### src/hdl/card_specific_data_pkg.sv
package card_specific_data_pkg;

  // ***************************************************************
  // geometry
  // ***************************************************************
  localparam int REG_W = 128;
  localparam int FIELD_LO = 1;
  localparam int FIELD_HI = 15;
  localparam int FIELD_W = 15;

  // ***************************************************************
  // read-only field values
  // ***************************************************************
  localparam logic [1:0] STRUCTURE_VAL = 2'h3;
  localparam logic [3:0] SPEC_VERSION_VAL = 4'h4;
  localparam logic [1:0] RSVD_121_VAL = 2'h0;
  localparam logic [7:0] READ_ACCESS_TIME_BASE_VAL = 8'h4f;
  localparam logic [7:0] READ_ACCESS_CLOCK_TERM_VAL = 8'h01;
  localparam logic [7:0] BUS_SPEED_VAL = 8'h32;
  localparam logic [11:0] COMMAND_CLASSES_VAL = 12'h0f5;
  localparam logic [3:0] READ_BLOCK_LENGTH_CODE_VAL = 4'h9;
  localparam logic READ_PARTIAL_ALLOWED_VAL = 1'h0;
  localparam logic WRITE_MISALIGN_VAL = 1'h0;
  localparam logic READ_MISALIGN_VAL = 1'h0;
  localparam logic DRIVER_STAGE_PRESENT_VAL = 1'h0;
  localparam logic [1:0] RSVD_75_VAL = 2'h0;
  localparam logic [11:0] DEVICE_SIZE_SLOT = 12'h000;
  localparam logic [2:0] CURRENT_CODE_VAL = 3'h7;
  localparam logic [2:0] SIZE_MULT_VAL = 3'h7;
  localparam logic [4:0] ERASE_GROUP_COUNT_VAL = 5'h1f;
  localparam logic [4:0] ERASE_GROUP_FACTOR_VAL = 5'h1f;
  localparam logic [4:0] PROTECT_GROUP_SPAN_VAL = 5'h1f;
  localparam logic PROTECT_GROUP_ON_VAL = 1'h1;
  localparam logic [1:0] DEFAULT_ECC_VAL = 2'h0;
  localparam logic [2:0] WRITE_SPEED_FACTOR_VAL = 3'h2;
  localparam logic [3:0] WRITE_BLOCK_LENGTH_CODE_VAL = 4'h9;
  localparam logic WRITE_PARTIAL_ALLOWED_VAL = 1'h0;
  localparam logic [3:0] RSVD_20_VAL = 4'h0;
  localparam logic CONTENT_PROT_VAL = 1'h0;
  localparam logic [14:0] WRITABLE_SLOT = 15'h0000;
  localparam logic ALWAYS_ONE_VAL = 1'h1;

  // fixed image; device size and writable bits are merged in elsewhere
  localparam logic [127:0] FIXED_IMAGE = {
    STRUCTURE_VAL, SPEC_VERSION_VAL, RSVD_121_VAL,
    READ_ACCESS_TIME_BASE_VAL, READ_ACCESS_CLOCK_TERM_VAL, BUS_SPEED_VAL,
    COMMAND_CLASSES_VAL, READ_BLOCK_LENGTH_CODE_VAL,
    READ_PARTIAL_ALLOWED_VAL, WRITE_MISALIGN_VAL, READ_MISALIGN_VAL,
    DRIVER_STAGE_PRESENT_VAL, RSVD_75_VAL, DEVICE_SIZE_SLOT,
    CURRENT_CODE_VAL, CURRENT_CODE_VAL, CURRENT_CODE_VAL, CURRENT_CODE_VAL,
    SIZE_MULT_VAL, ERASE_GROUP_COUNT_VAL, ERASE_GROUP_FACTOR_VAL,
    PROTECT_GROUP_SPAN_VAL, PROTECT_GROUP_ON_VAL, DEFAULT_ECC_VAL,
    WRITE_SPEED_FACTOR_VAL, WRITE_BLOCK_LENGTH_CODE_VAL,
    WRITE_PARTIAL_ALLOWED_VAL, RSVD_20_VAL, CONTENT_PROT_VAL,
    WRITABLE_SLOT, ALWAYS_ONE_VAL};

  // ***************************************************************
  // field positions
  // ***************************************************************
  localparam int DEVICE_SIZE_LSB = 62;
  localparam int FILE_GROUP_BIT = 15;
  localparam int COPY_BIT = 14;
  localparam int PERM_PROTECT_BIT = 13;
  localparam int TEMP_PROTECT_BIT = 12;
  localparam int FILE_FORMAT_LSB = 10;
  localparam int ECC_TYPE_LSB = 8;
  localparam int CHECK_CODE_LSB = 1;

  // ***************************************************************
  // access class masks
  // ***************************************************************
  localparam logic [127:0] ONCE_MASK = 128'hec00;
  localparam logic [127:0] ERASABLE_MASK = 128'h13fe;
  localparam logic [127:0] WRITABLE_MASK = ONCE_MASK | ERASABLE_MASK;

  // blank state loaded at manufacture
  localparam logic [14:0] BLANK_FIELDS = 15'h0000;

  // ***************************************************************
  // answer codes of a program command
  // ***************************************************************
  typedef enum logic [1:0] {
    PROG_OK = 2'b00,
    PROG_READ_ONLY = 2'b01,
    PROG_ONCE_USED = 2'b10
  } program_status_t;

endpackage : card_specific_data_pkg

### src/hdl/program_check_if.sv
interface program_check_if;
  logic [127:0] stored;
  logic [127:0] proposed;
  logic once_locked;
  logic read_only_hit;
  logic once_hit;
  logic accept;

  modport judge (
    input stored,
    input proposed,
    input once_locked,
    output read_only_hit,
    output once_hit,
    output accept
  );

  modport owner (
    output stored,
    output proposed,
    output once_locked,
    input read_only_hit,
    input once_hit,
    input accept
  );
endinterface : program_check_if

### src/hdl/card_specific_data_register.sv
// How it works
// - Only write- or erase-marked fields change, by a program command.
// - Read access time base reads 4Fh in bits 119:112.
// - Clock-dependent access term reads 01h in 111:104, 100-clock units.
// - Bus frequency code reads 32h in bits 103:96.
// - Read block length code reads 9h in bits 83:80.
// - Bit 79 reads zero: no partial-block reads.
// - Bit 76 reads zero: no driver stage register.
// - Erase group count and factor each read 1Fh at 46:42 and 41:37.
// - Write-protect group span reads 1Fh in bits 36:32.
// - Bit 31 reads one: group write protection is available.
// - Write block length code reads 9h in bits 25:22.
// - Bit 21 reads zero: no partial-block writes.
// - Once-only fields take one program and are read-only afterwards.
// - Rewritable fields survive power cycles, reset pin and reset command.
// - Reserved positions always read zero.
module card_specific_data_register #(
  parameter logic [11:0] DEVICE_SIZE = 12'hfff
) (
  input wire logic clk_sys_i,
  input wire logic rst_i,
  input wire logic blank_load_i,
  input wire logic read_req_i,
  input wire logic program_card_specific_i,
  input wire logic [127:0] program_data_i,
  output logic [127:0] read_data_o,
  output logic read_valid_o,
  output logic program_done_o,
  output logic [1:0] program_status_o,
  output logic once_locked_o,
  output logic temp_protect_o,
  output logic perm_protect_o,
  output logic copy_flag_o,
  output logic file_group_o,
  output logic [1:0] file_format_o,
  output logic [1:0] ecc_type_o
);

  // ***************************************************************
  // nonvolatile field store
  // ***************************************************************
  // bits 15:1 of the image; index 0 of fields_r is image bit 1
  logic [14:0] fields_r;
  logic [14:0] fields_nxt;
  logic once_locked_r;
  logic once_locked_nxt;

  // ***************************************************************
  // image assembly
  // ***************************************************************
  logic [127:0] device_size_part;
  logic [127:0] fields_part;
  logic [127:0] image;

  assign device_size_part = {116'h0, DEVICE_SIZE}
                            << card_specific_data_pkg::DEVICE_SIZE_LSB;
  assign fields_part = {112'h0, fields_r, 1'b0};
  // fixed values and reserved zeros come from one constant image
  assign image = card_specific_data_pkg::FIXED_IMAGE |
                 device_size_part |
                 fields_part;

  // ***************************************************************
  // program check
  // ***************************************************************
  program_check_if chk ();

  assign chk.stored = image;
  assign chk.proposed = program_data_i;
  assign chk.once_locked = once_locked_r;

  program_field_check u_check (
    .chk(chk.judge)
  );

  logic do_write;
  assign do_write = program_card_specific_i && chk.accept;

  always_comb begin
    fields_nxt = fields_r;
    if (do_write) begin
      fields_nxt = program_data_i[card_specific_data_pkg::FIELD_HI:
                                  card_specific_data_pkg::FIELD_LO];
    end
  end

  // the first accepted program burns every once-only field at once, as
  // the command always carries the whole image
  always_comb begin
    once_locked_nxt = once_locked_r;
    if (do_write) begin
      once_locked_nxt = 1'b1;
    end
  end

  // ***************************************************************
  // store update
  // ***************************************************************
  // rst_i stands for the reset pin and the reset command: the store is
  // deliberately left alone by it and only a blank load clears it
  always_ff @(posedge clk_sys_i) begin
    if (blank_load_i) begin
      fields_r <= card_specific_data_pkg::BLANK_FIELDS;
    end else begin
      fields_r <= fields_nxt;
    end
  end

  always_ff @(posedge clk_sys_i) begin
    if (blank_load_i) begin
      once_locked_r <= 1'b0;
    end else begin
      once_locked_r <= once_locked_nxt;
    end
  end

  // ***************************************************************
  // read answer
  // ***************************************************************
  // a read in the same cycle as a program returns the old image
  always_ff @(posedge clk_sys_i) begin
    if (rst_i) begin
      read_data_o <= 128'h0;
      read_valid_o <= 1'b0;
    end else begin
      read_valid_o <= read_req_i;
      if (read_req_i) begin
        read_data_o <= image;
      end
    end
  end

  // ***************************************************************
  // program answer
  // ***************************************************************
  card_specific_data_pkg::program_status_t status_nxt;

  always_comb begin
    if (chk.read_only_hit) begin
      status_nxt = card_specific_data_pkg::PROG_READ_ONLY;
    end else if (chk.once_hit) begin
      status_nxt = card_specific_data_pkg::PROG_ONCE_USED;
    end else begin
      status_nxt = card_specific_data_pkg::PROG_OK;
    end
  end

  always_ff @(posedge clk_sys_i) begin
    if (rst_i) begin
      program_done_o <= 1'b0;
      program_status_o <= card_specific_data_pkg::PROG_OK;
    end else begin
      program_done_o <= program_card_specific_i;
      if (program_card_specific_i) begin
        program_status_o <= status_nxt;
      end
    end
  end

  // ***************************************************************
  // field views for the rest of the device
  // ***************************************************************
  // these follow the store one cycle late; protection therefore starts
  // the cycle after program_done_o
  always_ff @(posedge clk_sys_i) begin
    if (rst_i) begin
      temp_protect_o <= 1'b0;
      perm_protect_o <= 1'b0;
    end else begin
      temp_protect_o <= image[card_specific_data_pkg::TEMP_PROTECT_BIT];
      perm_protect_o <= image[card_specific_data_pkg::PERM_PROTECT_BIT];
    end
  end

  always_ff @(posedge clk_sys_i) begin
    if (rst_i) begin
      copy_flag_o <= 1'b0;
      file_group_o <= 1'b0;
      file_format_o <= 2'h0;
      ecc_type_o <= 2'h0;
      once_locked_o <= 1'b0;
    end else begin
      copy_flag_o <= image[card_specific_data_pkg::COPY_BIT];
      file_group_o <= image[card_specific_data_pkg::FILE_GROUP_BIT];
      file_format_o <= image[card_specific_data_pkg::FILE_FORMAT_LSB +: 2];
      ecc_type_o <= image[card_specific_data_pkg::ECC_TYPE_LSB +: 2];
      once_locked_o <= once_locked_r;
    end
  end

endmodule : card_specific_data_register

### src/hdl/program_field_check.sv
module program_field_check (
  program_check_if.judge chk
);

  // ***************************************************************
  // masked difference between two images
  // ***************************************************************
  function automatic logic differs(input logic [127:0] mask,
                                   input logic [127:0] a,
                                   input logic [127:0] b);
    differs = |((a ^ b) & mask);
  endfunction : differs

  // ***************************************************************
  // verdict
  // ***************************************************************
  always_comb begin
    // any bit outside the writable classes must come back unchanged
    chk.read_only_hit = differs(~card_specific_data_pkg::WRITABLE_MASK,
                                chk.stored, chk.proposed);
    // once-only fields may change only while still blank
    chk.once_hit = chk.once_locked &&
                   differs(card_specific_data_pkg::ONCE_MASK,
                           chk.stored, chk.proposed);
    chk.accept = !chk.read_only_hit && !chk.once_hit;
  end

endmodule : program_field_check
### config.mk
export PLATFORM = sky130hd
export DESIGN_NAME = card_specific_data_register
export DESIGN_NICKNAME = d
export VERILOG_FILES = /design/src/hdl/card_specific_data_pkg.sv /design/src/hdl/program_check_if.sv /design/src/hdl/card_specific_data_register.sv /design/src/hdl/program_field_check.sv
export SDC_FILE = /design/constraint.sdc
export NUM_CORES = 1
export LEC_CHECK = 0
export BUFFER_PORTS_ARGS = -buffer_cell sky130_fd_sc_hd__buf_2
export CORE_AREA = 2 2 108 110
export DETAILED_ROUTE_END_ITERATION = 10
export DIE_AREA = 0 0 110 112
export PLACE_DENSITY = 0.66
export SETUP_SLACK_MARGIN = 0.4
export SLEW_MARGIN = 15
export SYNTH_ARGS = -nofsm -noshare
export SYNTH_HDL_FRONTEND = slang
export SYNTH_SLANG_ARGS = --single-unit
### constraint.sdc
create_clock -name clk_sys_i -period 2.5 [get_ports clk_sys_i]
set_clock_uncertainty 0.2 [all_clocks]
set_input_delay 0.125 -clock clk_sys_i [delete_from_list [all_inputs] [get_ports clk_sys_i]]
set_output_delay 0.125 -clock clk_sys_i [all_outputs]
set_load 0.02 [all_outputs]
==> results.tsv <==
stage	metric	value	unit
worst_setup_path	CP max stage cell	or4_4	
clock_tree	clk sink count	45	
clock_tree	setup bufs post-CTS	0	
global_routing	first-pass GRT wire length	10370	um
pwr	Pint	1.233	mW
drt	DRT iter0 DRCs	76	
pwr	Logic pwr share	0.237	
clock_tree	Skew-Pair Late Insertion Delay	270	ps
job	max-cap violations	0	
pwr	peak supply drop	0.3389	mV
global_routing	largest net degree at the start of global routing	69	
clock_tree	Root Buffer	clkbuf_16	
yosys	FF+latch count, synth	45	
die	Die W	110	um
yosys	most frequent cell after synthesis	buf_4	
pwr	Net Switching	0.5070	mW
clock_tree	register clock-pin slew on the reported worst setup and hold paths	60	ps
yosys	Mapped Avg Cell Area	8.586	sq um
worst_setup_path	CP Launch Type	primary input	
worst_setup_path	most used cell, CP	or4_4	
worst_setup_path	Crit path largest cell delay	580	ps
drt	drt wl/cell	11.44	um
timing	fin crit period	1993	ps
yosys	Netlist cell types	33	
yosys	Compound-Gate Fraction of Synth Area	0.06533	
run_status	outcome	finished, final reports clean	
worst_setup_path	critical path, cell by cell	buf_2, or4_4, nor4_4, nand4_2, or4_4, o21ai_1, a21oi_1	
drt	via count	2601	
drt	vias per cell	4.103	
placed_design	pre-CTS setup slack	200.7	ps
global_routing	global route overflow	0	
clock_tree	TritonCTS Buffers	5	
clock_tree	CTS tree	yes	
yosys	Post-Synth XOR/XNOR Area	0.01599	
pwr	Leak	1.901	nW
placed_design	RePlAce Congestion	0.9014	
pwr	Clk network pwr share	0.341	
worst_setup_path	Worst Setup End Kind	flip-flop	
yosys	Seq/Total Area, Yosys	0.3289	
yosys	Post-Syn Area	2739	sq um
timing	Max-slew headroom	0.5211	
worst_setup_path	Required @ worst endpoint	2460	ps
global_routing	vias in the first global route	2202	
drt	drt drc	0	
yosys	asr flop ratio synth	0	
yosys	top post-synthesis cells by area	dfxtp_1, buf_4, mux2i_1	
yosys	Post-Synthesis Cells	319	
timing	setup violators final	0	
timing	unrepaired setup endpoints after global routing	no	
drt	WL final	7256	um
finish	share of post-route cells with drive strength above 1	0.4990	
finish	nets	625	
die	die area	12320	sq um
drt	post-route ant nets	0	
worst_setup_path	CP Data Arrival Time	1950	ps
clock_tree	Clock Tree Buf Depth	2	
timing	Final Slew Violations	0	
worst_setup_path	WS Path Type	in -> reg	
die	Vert. Die Dim	112	um
placed_design	Post-DP HPWL	6098	um
clock_tree	CTS H-tree lvls	2	
yosys	Post-Synth Adder-Cell Area	0	
yosys	Commonest cells post-synth	buf_4, dfxtp_1, nor2_1, nand3_1, a21oi_1	
yosys	main combinational cell family by area after synthesis	buffers and inverters	
timing	Slew @ Worst Pin	718.3	ps
pwr	Power Total	1.740	mW
die	Initial Utilization	0.2451	
timing	Final Hold Viols	0	
pwr	switch share	0.2913	
worst_setup_path	Max Fanout on Critical Path	15	
finish	synthesis-to-finish area growth	32.89	%
pwr	Reg power frac	0.422	
timing	f_max	0.5017	GHz
placed_design	number of instances in the placed design	612	
die	row count	39	
timing	final worst slack	506.7	ps
die	core area	11170	sq um
worst_hold_path	Hold WC Path Type	in -> reg	
yosys	top cell type's share of synthesized area	0.3289	
drt	Pre-Repair DR Iteration Count	6	
yosys	most used flip-flop cell after synthesis	dfxtp_1	
yosys	synth warn	0	
placed_design	port bufs	227	
die	io pins	274	
timing	fin crit share	0.7973	
timing	setup TNS	0	ps
pwr	pwr/cell area	478.2	nW/um^2
yosys	simple-gate area share of the yosys netlist	0.2028	
global_routing	initial antenna violation count	0	
finish	final instance count without filler cells	634	
yosys	multiplexer area fraction after synthesis	0.05482	
finish	Antenna Cells	0	
global_routing	GR Util All Layers	0.1086	
yosys	EDFF count, synth	0	
yosys	Yosys top cell by area	dfxtp_1	
-- sequential cells by signal, summed over array words and instances (netlist names) --
signal            count
perm_protect_o        1
file_group_o          1
program_done_o        1
file_format_o         2
program_status_o      2
copy_flag_o           1
temp_protect_o        1
read_valid_o          1
read_data_o          16
ecc_type_o            2
chk.once_locked       1
once_locked_o         1
fields_r             15
-- cells in the final DEF (no fill, tap or decap), drive strengths merged, types with 15 or more instances in the layout --
master	count
buf	229
conb	46
nand4	17
dlygate4sd3	16
dfxtp	45
mux2i	15
a21oi	17
nor2	21
nand3	18
o21ai	15
-- layout make-up --
cell class	count	area (sq um)
Fill cell	1176	7535
Timing Repair Buffer	245	1311
Multi-Input combinational cell	194	1114
Sequential cell	45	902.1
Tap cell	143	178.9
Clock buffer	5	125.1
Clock inverter	1	5.005
Inverter	1	3.754
-- metrics by stage --
stage,cell area (sq um),utilization,hold slack [ps]
2_1_floorplan,2918,-,20.61
3_3_place_gp,3346,0.2994,188.4
3_5_place_dp,3346,0.2994,194.3
4_1_cts,3636,0.3254,12.14
5_1_grt,3640,0.3257,32.89
6_report,3640,0.3257,15.13
-- kinds of logic (layout without fill, tap and decap cells) --
group,after synthesis,in the layout
muxes,15,15
other,1,46
DFF,45,45
AOI/OAI and AO/OA,34,34
xor gates and xnor gates,5,5
and+or+nand+nor,94,94
buffers and inverters,125,252
-- critical path: cells and delay by family --
kind,cells,cell delay (ps)
buffers and inverters,1,90
AOI/OAI and AO/OA,2,260
and+or+nand+nor,4,1450
-- routing by layer --
metal,wire (um),vias up,track usage,part of all wire
met5,0,-,0,0
met3,681,9,0.01639,0.094
met4,138,0,0.03629,0.019
li1,-,1278,-,-
met1,2547,1129,0.1143,0.35
met2,3889,185,0.2123,0.54
-- worst paths after layout --
| path | startpoint | end | slack, ps | cells past startpoint |
|---|---|---|---|---|
| worst max-delay path | program_data_i[82] | fields_r[6] | 510 | 7 |
| worst min-delay path | blank_load_i | fields_r[14] | 20 | 2 |
| worst max register to register | fields_r[13] | fields_r[7] | 610 | 6 |
| worst min register to register | fields_r[3] | fields_r[3] | 280 | 2 |
-- power groups by stage --
stage                     combinational, mW  sequential, mW  clock, mW
after floorplan                       0.363           0.758          0
final                                 0.413           0.735      0.593
after CTS                             0.414           0.735      0.609
after global routing                  0.449           0.741      0.651
after global placement                0.391           0.750          0
after detailed placement              0.393           0.751          0
-- what timing repair did --
| action | in CTS | in global routing |
|---|---|---|
| gates resized for setup | 0 | 2 |
| hold buffers | 16 | 0 |
| endpoints found under the hold margin | 19 | 0 |
| endpoints found under the setup margin | 0 | 15 |
Note: power is estimated with default switching activity, not from simulation.
